<file path="src/logic/acs_defines.svh">
// Functional notes
// - route converter and serial out from three sources
// - transmitter source selectable, plus receiver bypass path
// - two-bit clock mode picks pll or crystal
// - mode 2 falls back to crystal on unlock
// - mode 3 crystal clock, pll kept running
// - mode 0 stops oscillator if field 11, pin low
// - clock mode field resets to 01
// - clock mode changes never touch audio routing
// - pll mode output ratio sets both master outputs
// - crystal mode: out a equals reference, b half
// - disable pin high holds output a low
// - output clock ratio field resets to 01
// - input ratio field sets crystal mode master ratio
// - speed field normal, double, quad; resets normal
// - converter powered down during quad speed
// - bad preamble or spacing declares pll unlocked
// - reference crystal field selects crystal frequency; code decodes only 11, for the oscillator stop
`ifndef ACS_DEFINES_SVH
`define ACS_DEFINES_SVH
`define ACS_ADDR_CLOCK_CTRL   7'h00
`define ACS_ADDR_SPEED_CTRL   7'h01
`define ACS_ADDR_STATUS       7'h02
`define ACS_ADDR_ROUTE        7'h08
`define ACS_CLOCK_CTRL_RESET  8'h05
`define ACS_SPEED_CTRL_RESET  8'h00
`define ACS_ROUTE_RESET       8'h00
`define ACS_FLD_MODE          1:0
`define ACS_FLD_OCKS          3:2
`define ACS_FLD_ICKS          5:4
`define ACS_FLD_XTL           7:6
`define ACS_FLD_SPEED         1:0
`define ACS_FLD_CONV_SRC      1:0
`define ACS_FLD_TX_SRC        3:2
`define ACS_PREAMBLE_GAP_NS   10000
`define ACS_CLK_PERIOD_NS     5
`define ACS_PREAMBLE_GAP_CYC  (`ACS_PREAMBLE_GAP_NS / `ACS_CLK_PERIOD_NS)
`define ACS_FRAME_BITS        5'h10
`define ACS_HDR_BITS          5'h08
`endif

</file>
<file path="src/logic/acs_pkg.sv">
`default_nettype none
package acs_pkg;
  typedef enum logic [1:0] {
    ACS_SW_RUN   = 2'b00,
    ACS_SW_DRAIN = 2'b01,
    ACS_SW_ARM   = 2'b10
  } acs_sw_state_t;
  typedef enum logic [1:0] {
    ACS_MODE_PLL      = 2'b00,
    ACS_MODE_XTAL     = 2'b01,
    ACS_MODE_AUTO     = 2'b10,
    ACS_MODE_XTAL_MON = 2'b11
  } acs_clk_mode_t;
  typedef enum logic [1:0] {
    ACS_SRC_ADC  = 2'b00,
    ACS_SRC_SERIAL_AUDIO_IN = 2'b01,
    ACS_SRC_DIR  = 2'b10
  } acs_src_t;
endpackage : acs_pkg
`default_nettype wire

</file>
<file path="src/logic/acs_clock_route.sv">
`include "acs_defines.svh"
`default_nettype none
module acs_clock_route (
  input  wire logic       clk,
  input  wire logic       rst,
  input  wire logic       ctrl_csn,
  input  wire logic       ctrl_cclk,
  input  wire logic       ctrl_cdti,
  output logic            ctrl_cdto,
  output logic            ctrl_cdto_oe,
  input  wire logic       pll_clk_pin,
  input  wire logic       crystal_in_pin,
  input  wire logic       crystal_enable_pin,
  input  wire logic       clk_out_a_disable_pin,
  input  wire logic       preamble_ok,
  input  wire logic       preamble_bad,
  output logic            master_clk_out_a,
  output logic            master_clk_out_b,
  output logic            pll_power_en,
  output logic            crystal_osc_en,
  output logic            adc_power_en,
  output logic            pll_unlocked,
  output logic [1:0]      converter_source_sel,
  output logic [1:0]      transmitter_source_sel,
  output logic            receiver_bypass_en,
  output logic [1:0]      sample_speed_sel,
  output logic [9:0]      master_clk_ratio
);
  localparam int NPIN = 7;
  localparam logic [11:0] GAP_MAX = 12'(`ACS_PREAMBLE_GAP_CYC);
  localparam logic [NPIN-1:0] IDLE = 7'h40; // chip select idles high

  // pin synchronisers; stage 1 feeds stage 2 only
  logic [NPIN-1:0] pin_raw;
  logic [NPIN-1:0] s1_q, s2_q, s3_q, filt_q, filt_d;
  assign pin_raw = {ctrl_csn, clk_out_a_disable_pin, crystal_enable_pin,
                    crystal_in_pin, pll_clk_pin, ctrl_cdti, ctrl_cclk};
  genvar gi;
  generate
    for (gi = 0; gi < NPIN; gi++) begin : g_sync
      always_comb begin
        filt_d[gi] = (s2_q[gi] == s3_q[gi]) ? s2_q[gi] : filt_q[gi];
      end
      always_ff @(posedge clk or posedge rst) begin
        if (rst) begin
          s1_q[gi]   <= IDLE[gi];
          s2_q[gi]   <= IDLE[gi];
          s3_q[gi]   <= IDLE[gi];
          filt_q[gi] <= IDLE[gi];
        end else begin
          s1_q[gi]   <= pin_raw[gi];
          s2_q[gi]   <= s1_q[gi];
          s3_q[gi]   <= s2_q[gi];
          filt_q[gi] <= filt_d[gi];
        end
      end
    end
  endgenerate
  logic cclk_rise, cclk_fall;
  assign cclk_rise = filt_d[0] & ~filt_q[0];
  assign cclk_fall = ~filt_d[0] & filt_q[0];

  // serial control port and registers
  logic [7:0]  clkctl_q, clkctl_d, spdctl_q, spdctl_d, route_q, route_d;
  logic [15:0] shin_q, shin_d;
  logic [7:0]  shout_q, shout_d;
  logic [4:0]  bits_q, bits_d;
  logic        rd_q, rd_d, cdto_q, cdto_d, oe_q, oe_d;
  logic        unlock_q, unlock_d, sel_xtal_q, sel_xtal_d;
  logic [7:0]  rdata;
  logic [6:0]  raddr;

  function automatic logic [7:0] acs_read(input logic [6:0] a,
      input logic [7:0] c, input logic [7:0] s, input logic [7:0] r,
      input logic [7:0] st);
    case (a)
      `ACS_ADDR_CLOCK_CTRL: acs_read = c;
      `ACS_ADDR_SPEED_CTRL: acs_read = s;
      `ACS_ADDR_STATUS:     acs_read = st;
      `ACS_ADDR_ROUTE:      acs_read = r;
      default:              acs_read = 8'h00;
    endcase
  endfunction : acs_read

  assign raddr = {shin_q[5:0], filt_d[1]};
  assign rdata = acs_read(raddr, clkctl_q, spdctl_q, route_q,
                          {6'h00, sel_xtal_q, unlock_q});

  always_comb begin
    clkctl_d = clkctl_q;
    spdctl_d = spdctl_q;
    route_d  = route_q;
    shin_d   = shin_q;
    shout_d  = shout_q;
    bits_d   = bits_q;
    rd_d     = rd_q;
    cdto_d   = cdto_q;
    oe_d     = oe_q;
    if (filt_q[6]) begin
      bits_d = 5'h00;
      oe_d   = 1'b0;
      cdto_d = 1'b0;
    end else if (cclk_rise && bits_q < `ACS_FRAME_BITS) begin
      shin_d = {shin_q[14:0], filt_d[1]};
      bits_d = bits_q + 5'h01;
      if (bits_q == 5'h00) begin
        rd_d = ~filt_d[1];
      end
      if (bits_q == `ACS_HDR_BITS - 5'h01 && rd_q) begin
        shout_d = rdata;
      end
      if (bits_q == `ACS_FRAME_BITS - 5'h01 && !rd_q) begin
        // clock mode writes leave the routing register alone
        case (shin_q[13:7])
          `ACS_ADDR_CLOCK_CTRL: clkctl_d = {shin_q[6:0], filt_d[1]};
          `ACS_ADDR_SPEED_CTRL: spdctl_d = {shin_q[6:0], filt_d[1]};
          `ACS_ADDR_ROUTE:      route_d  = {shin_q[6:0], filt_d[1]};
          default: ;
        endcase
      end
    end else if (cclk_fall && rd_q && bits_q >= `ACS_HDR_BITS
                 && bits_q < `ACS_FRAME_BITS) begin
      cdto_d  = shout_q[7];
      shout_d = {shout_q[6:0], 1'b0};
      oe_d    = 1'b1;
    end
  end
  always_ff @(posedge clk or posedge rst) begin
    if (rst) begin
      clkctl_q <= `ACS_CLOCK_CTRL_RESET;
      spdctl_q <= `ACS_SPEED_CTRL_RESET;
      route_q  <= `ACS_ROUTE_RESET;
      shin_q   <= 16'h0000;
      shout_q  <= 8'h00;
      bits_q   <= 5'h00;
      rd_q     <= 1'b0;
      cdto_q   <= 1'b0;
      oe_q     <= 1'b0;
    end else begin
      clkctl_q <= clkctl_d;
      spdctl_q <= spdctl_d;
      route_q  <= route_d;
      shin_q   <= shin_d;
      shout_q  <= shout_d;
      bits_q   <= bits_d;
      rd_q     <= rd_d;
      cdto_q   <= cdto_d;
      oe_q     <= oe_d;
    end
  end

  // lock supervision
  logic [11:0] gap_q, gap_d;
  logic [1:0]  mode, ocks, icks, xtl, speed;
  assign mode  = clkctl_q[`ACS_FLD_MODE];
  assign ocks  = clkctl_q[`ACS_FLD_OCKS];
  assign icks  = clkctl_q[`ACS_FLD_ICKS];
  assign xtl   = clkctl_q[`ACS_FLD_XTL];
  assign speed = spdctl_q[`ACS_FLD_SPEED];
  always_comb begin
    gap_d    = gap_q;
    unlock_d = unlock_q;
    if (mode == acs_pkg::ACS_MODE_XTAL) begin
      // pll stopped, nothing to lock to
      gap_d    = 12'h000;
      unlock_d = 1'b1;
    end else if (preamble_bad || gap_q >= GAP_MAX) begin
      gap_d    = 12'h000;
      unlock_d = 1'b1;
    end else if (preamble_ok) begin
      gap_d    = 12'h000;
      unlock_d = 1'b0;
    end else begin
      gap_d    = gap_q + 12'h001;
    end
  end

  // glitch-free switch; output taps change only on an internal rise
  acs_pkg::acs_sw_state_t sw_q, sw_d;
  logic want_xtal, cur_lvl, new_lvl, mint_q, mint_d;
  logic [3:0] div_q, div_d;
  logic [1:0] osel_q, osel_d;
  always_comb begin
    unique case (acs_pkg::acs_clk_mode_t'(mode))
      acs_pkg::ACS_MODE_PLL:      want_xtal = 1'b0;
      acs_pkg::ACS_MODE_XTAL:     want_xtal = 1'b1;
      acs_pkg::ACS_MODE_AUTO:     want_xtal = unlock_q;
      acs_pkg::ACS_MODE_XTAL_MON: want_xtal = 1'b1;
    endcase
  end
  assign cur_lvl = sel_xtal_q ? filt_q[3] : filt_q[2];
  assign new_lvl = sel_xtal_q ? filt_q[2] : filt_q[3];
  always_comb begin
    sw_d       = sw_q;
    sel_xtal_d = sel_xtal_q;
    mint_d     = 1'b0;
    unique case (sw_q)
      acs_pkg::ACS_SW_RUN: begin
        mint_d = cur_lvl;
        if (want_xtal != sel_xtal_q && !cur_lvl) begin
          sw_d   = acs_pkg::ACS_SW_DRAIN;
          mint_d = 1'b0;
        end
      end
      acs_pkg::ACS_SW_DRAIN: begin
        if (!new_lvl) begin
          sel_xtal_d = ~sel_xtal_q;
          sw_d       = acs_pkg::ACS_SW_ARM;
        end
      end
      acs_pkg::ACS_SW_ARM: sw_d = cur_lvl ? sw_q : acs_pkg::ACS_SW_RUN;
      default:             sw_d = acs_pkg::ACS_SW_RUN;
    endcase
    div_d = (mint_d & ~mint_q) ? div_q + 4'h1 : div_q;
    osel_d = (mint_d & ~mint_q) ? (sel_xtal_q ? 2'b00 : ocks) : osel_q;
  end

  // output stage, every port from a flip-flop
  logic outa_d, outb_d;
  logic [9:0] ratio_d;
  function automatic logic [9:0] acs_ratio(input logic [1:0] ic,
      input logic [1:0] sp);
    logic [9:0] base;
    base = 10'h000;
    case (ic)
      2'b00: base = (sp == 2'b00) ? 10'h100 : 10'h000;
      2'b01: base = (sp == 2'b00) ? 10'h180 : 10'h000;
      2'b10: base = 10'h200;
      2'b11: base = 10'h300;
    endcase
    case (sp)
      2'b00:   acs_ratio = base;
      2'b01:   acs_ratio = base >> 1;
      2'b10:   acs_ratio = base >> 2;
      default: acs_ratio = 10'h000;
    endcase
  endfunction : acs_ratio
  always_comb begin
    unique case (osel_q)
      2'b00: outa_d = mint_q;
      2'b01: outa_d = div_q[0];
      2'b10: outa_d = div_q[1];
      2'b11: outa_d = div_q[2];
    endcase
    outb_d = div_q[osel_q];
    if (sel_xtal_q) begin
      ratio_d = acs_ratio(icks, speed);
    end else begin
      // recovered clock taken as 512fs
      ratio_d = 10'h200 >> ocks;
    end
    if (filt_q[5]) begin
      outa_d = 1'b0;
    end
  end
  always_ff @(posedge clk or posedge rst) begin
    if (rst) begin
      gap_q <= 12'h000;
      unlock_q <= 1'b1;
      sw_q <= acs_pkg::ACS_SW_RUN;
      sel_xtal_q <= 1'b1;
      mint_q <= 1'b0;
      div_q <= 4'h0;
      osel_q <= 2'b00;
      master_clk_out_a <= 1'b0;
      master_clk_out_b <= 1'b0;
      pll_power_en <= 1'b0;
      crystal_osc_en <= 1'b1;
      adc_power_en <= 1'b1;
      pll_unlocked <= 1'b1;
      converter_source_sel <= 2'b00;
      transmitter_source_sel <= 2'b00;
      receiver_bypass_en <= 1'b0;
      sample_speed_sel <= 2'b00;
      master_clk_ratio <= 10'h000;
      ctrl_cdto <= 1'b0;
      ctrl_cdto_oe <= 1'b0;
    end else begin
      gap_q <= gap_d;
      unlock_q <= unlock_d;
      sw_q <= sw_d;
      sel_xtal_q <= sel_xtal_d;
      mint_q <= mint_d;
      div_q <= div_d;
      osel_q <= osel_d;
      master_clk_out_a <= outa_d;
      master_clk_out_b <= outb_d;
      pll_power_en <= (mode != acs_pkg::ACS_MODE_XTAL);
      crystal_osc_en <= !(mode == acs_pkg::ACS_MODE_PLL && xtl == 2'b11
                          && !filt_q[4]);
      adc_power_en <= (speed != 2'b10);
      pll_unlocked <= unlock_q;
      converter_source_sel <= route_q[`ACS_FLD_CONV_SRC];
      transmitter_source_sel <= route_q[`ACS_FLD_TX_SRC];
      receiver_bypass_en <= (route_q[`ACS_FLD_TX_SRC]
                             == acs_pkg::ACS_SRC_DIR);
      sample_speed_sel <= speed;
      master_clk_ratio <= ratio_d;
      ctrl_cdto <= cdto_q;
      ctrl_cdto_oe <= oe_q;
    end
  end
endmodule : acs_clock_route
`default_nettype wire

</file>
<file path="config.mk">
export PLATFORM = sky130hd
export DESIGN_NAME = acs_clock_route
export DESIGN_NICKNAME = d
export VERILOG_FILES = /design/src/logic/acs_pkg.sv /design/src/logic/acs_clock_route.sv
export VERILOG_INCLUDE_DIRS = /design/src /design/src/logic
export SDC_FILE = /design/constraint.sdc
export NUM_CORES = 1
export LEC_CHECK = 0
export ABC_AREA = 1
export BUFFER_PORTS_ARGS = -buffer_cell sky130_fd_sc_hd__buf_2
export CORE_ASPECT_RATIO = 1.75
export CORE_MARGIN = 5
export CORE_UTILIZATION = 45
export DETAILED_ROUTE_END_ITERATION = 16
export SLEW_MARGIN = 10
export SYNTH_ARGS = -nofsm -noshare
export SYNTH_HDL_FRONTEND = slang
export SYNTH_SLANG_ARGS = --single-unit
export TNS_END_PERCENT = 30
</file>
<file path="constraint.sdc">
create_clock -name clk -period 3.4 [get_ports clk]
set_input_delay 0.34 -clock clk [delete_from_list [all_inputs] [get_ports clk]]
set_output_delay 0.34 -clock clk [all_outputs]
set_load 0.02 [all_outputs]
</file>
==> metrics.yaml <==
outcome: "completed"
post-route-period-util_pct: 63.3
timing.fmax_ghz: 0.465
cts_setup_buffers: 0
yosysWarnings: 0
gp_congestion: 0.811
cts_max_level: 4
worstMarginPinSlew_ps: 689
grt_antenna_before_repair: 0
die-area_um2: 13700
dpl.hpwl_um: 7060
cts_hold_buf: 0
netlist_area_um2: 5120
final_util_pct: 54.0
powerDensity_nw_per_um2: 658
cts_buffer_depth: 2
drt-initial-drc-count: 257
synth_top_area_share_pct: 55.7
place_ws_ps: 1250
grt_overflow_total: 0
maxCapViolCount: 0
rsz0062_at_grt: "no"
cts.sinks: 125
finalSetupViolations: 0
ys_ff_latch: 125
drive_gt1_share_pct: 14.3
finalPower_mw: 3.97
slowest_delay_ps: 430
rows: 51
grt_first_pass_wirelength_um: 17200
diodes: 0
ant_nets: 0
yosysSeqAreaShare_pct: 61.3
yosysTopAreaCell: "dfrtp_1"
crit_slowest_cell: "nand3_1"
grt.total_usage_pct: 16.1
core-area_um2: 11200
final_common_cell: "nand2_1"
cts-resized-gates: 0
start_util_pct: 45.9
drc_errors: 0
path_class: "reg2reg"
p_leak_nw: 2.89
clk_pin_slew_worst_paths_ps: 50
avgViaCountPerCell: 5.13
fin_cells: 720
routedWlPerCell_um: 14.2
synthTopCellsByArea: "dfrtp_1 (56%), nand2_1 (9.5%), dfstp_2 (5.6%)"
avgSynthCellArea_um2: 9.57
ios: 36
final_cell_mix: "nand2_1 (130), dfrtp_1 (114), inv_1 (57)"
grt_max_degree: 126
worst_setup_path_start_kind: "flip-flop"
grt_pass1_vias: 3661
area_delta_synth_final_pct: 17.6
ir_drop_v: 0.000463
cp-end-kind: "flip-flop"
dieHeight_um: 151
io_buffers: 30
cts_tree: "yes"
path_max_fanout: 16
hp-class: "in2reg"
relSlewSlack_pct: 54.1
first_pass_iters: 5
nNetsFinal: 592
vias: 3696
nFillCells: 1004
cp.arrival_ps: 2460
setup_ws_ps: 1250
cts_buffers: 17
syn_inst: 535
crit_top_cell: "ha_1"
finalCriticalPeriod_ps: 2150
worstPathCellList: "ha_1 -> nand2_1 -> nor2_1 -> ha_1 -> nand4_1 -> nor3_1 -> nand3_1 -> o21ai_0"
cts_root_buf: "clkbuf_16"
critPathRequiredTime_ps: 3710
slew_viol_final: 0
routed_wl_um: 10200
finClkSkew_ps: 8.39
fp.dieW_um: 90.7
finalHoldViolations: 0
timing.setup.tns_ps: 0
synth.distinct_cells: 45
placed_cells: 688
clk_latency_ps: 410
==> registers in the layout (all words and copies together), names as in the netlist, 4 cells and up <==
signal,flops
s1_q,7
div_q,4
shin_q,14
clkctl_q,8
route_q,8
gap_q,12
shout_q,8
s2_q,7
master_clk_ratio,5
filt_q,7
spdctl_q,8
s3_q,7
bits_q,5
==> report_power, final <==
part,total [mW],switching (mW),internal [mW]
registers,1.68,0.0826,1.59
clock network,1.91,0.606,1.30
logic,0.380,0.267,0.113
total,3.97,0.955,3.01
==> synth_stat cells (all sizes together) <==
| master | count |
|---|---|
| ha | 6 |
| a22oi | 2 |
| o21ai | 47 |
| nor3b | 1 |
| o22ai | 2 |
| or4 | 1 |
| a21oi | 8 |
| conb | 1 |
| nand4 | 8 |
| o32ai | 3 |
| dfrtp | 114 |
| o21a | 1 |
| nand2 | 133 |
| xor2 | 6 |
| o21bai | 3 |
| nor4 | 1 |
| o211ai | 1 |
| dfstp | 11 |
| mux2 | 1 |
| xnor2 | 1 |
| nand3 | 40 |
| nor2 | 43 |
| a21boi | 1 |
| or2 | 2 |
| a41oi | 1 |
| a221oi | 1 |
| maj3 | 5 |
| a41o | 1 |
| inv | 60 |
| clkbuf | 5 |
| nor3 | 10 |
| o31ai | 1 |
| buf | 12 |
| a31oi | 1 |
| a22o | 1 |
==> cell type report <==
type                            instances  area [µm²]  area share (%)
Clock buffer                           26         499            8.28
Inverter                               60         229            3.80
Timing Repair Buffer                   32         178            2.95
Clock inverter                          6         133            2.20
Multi-Input combinational cell        339        1680            27.9
Sequential cell                       125        3140            52.1
Tap cell                              132         165            2.74
==> logic make-up (layout without fill, tap and decap cells) <==
kind of cell	Yosys count	after routing	share of synthesized area [%]
buffers and inverters	77	124	6.30
adder cells (fa/ha/maj)	11	11	2.44
other	1	7	0.0732
AO/OA/AOI/OAI	74	74	8.35
AND/OR/NAND/NOR	239	239	20.0
XOR/XNOR	7	7	1.20
flip-flops	125	125	61.3
multiplexers	1	1	0.293
==> through the flow <==
| step | hold WS [ps] | cell area, µm² |
|---|---|---|
| detailed placement | 337 | 5390 |
| floorplan | 331 | 5150 |
| CTS | 7.81 | 6030 |
| finish | 30.8 | 6030 |
| global route | 10.6 | 6030 |
| global placement | 332 | 5390 |
==> worst paths after layout <==
check                              end       from  slack [ps]  cells past startpoint
max in group asynchronous  spdctl_q[0]        rst        2760                      3
max                         route_q[7]  bits_q[0]        1250                      8
min in group asynchronous     gap_q[0]        rst          80                      3
min                            s1_q[6]   ctrl_csn          30                      1
max reg2reg                 route_q[7]  bits_q[0]        1250                      8
min reg2reg                    s2_q[3]    s1_q[3]         350                      0
==> routing by layer <==
| layer | routed length, µm | part of all wire [%] | vias to the layer above | GRT usage (%) |
|---|---|---|---|---|
| li1 | - | - | 1805 | - |
| met1 | 4030 | 39 | 1801 | 17.2 |
| met2 | 5590 | 55 | 72 | 28.6 |
| met3 | 327 | 3.2 | 18 | 4.82 |
| met4 | 278 | 2.7 | 0 | 8.42 |
| met5 | 0 | 0 | - | 0 |
==> critical path: cells and delay by family (launching register included) <==
| family | cells | cell delay, ps |
|---|---|---|
| flip-flops | 1 | 400 |
| AO/OA/AOI/OAI | 1 | 320 |
| adder cells (fa/ha/maj) | 2 | 330 |
| AND/OR/NAND/NOR | 5 | 1000 |
Power figures use the tool's default switching activity.
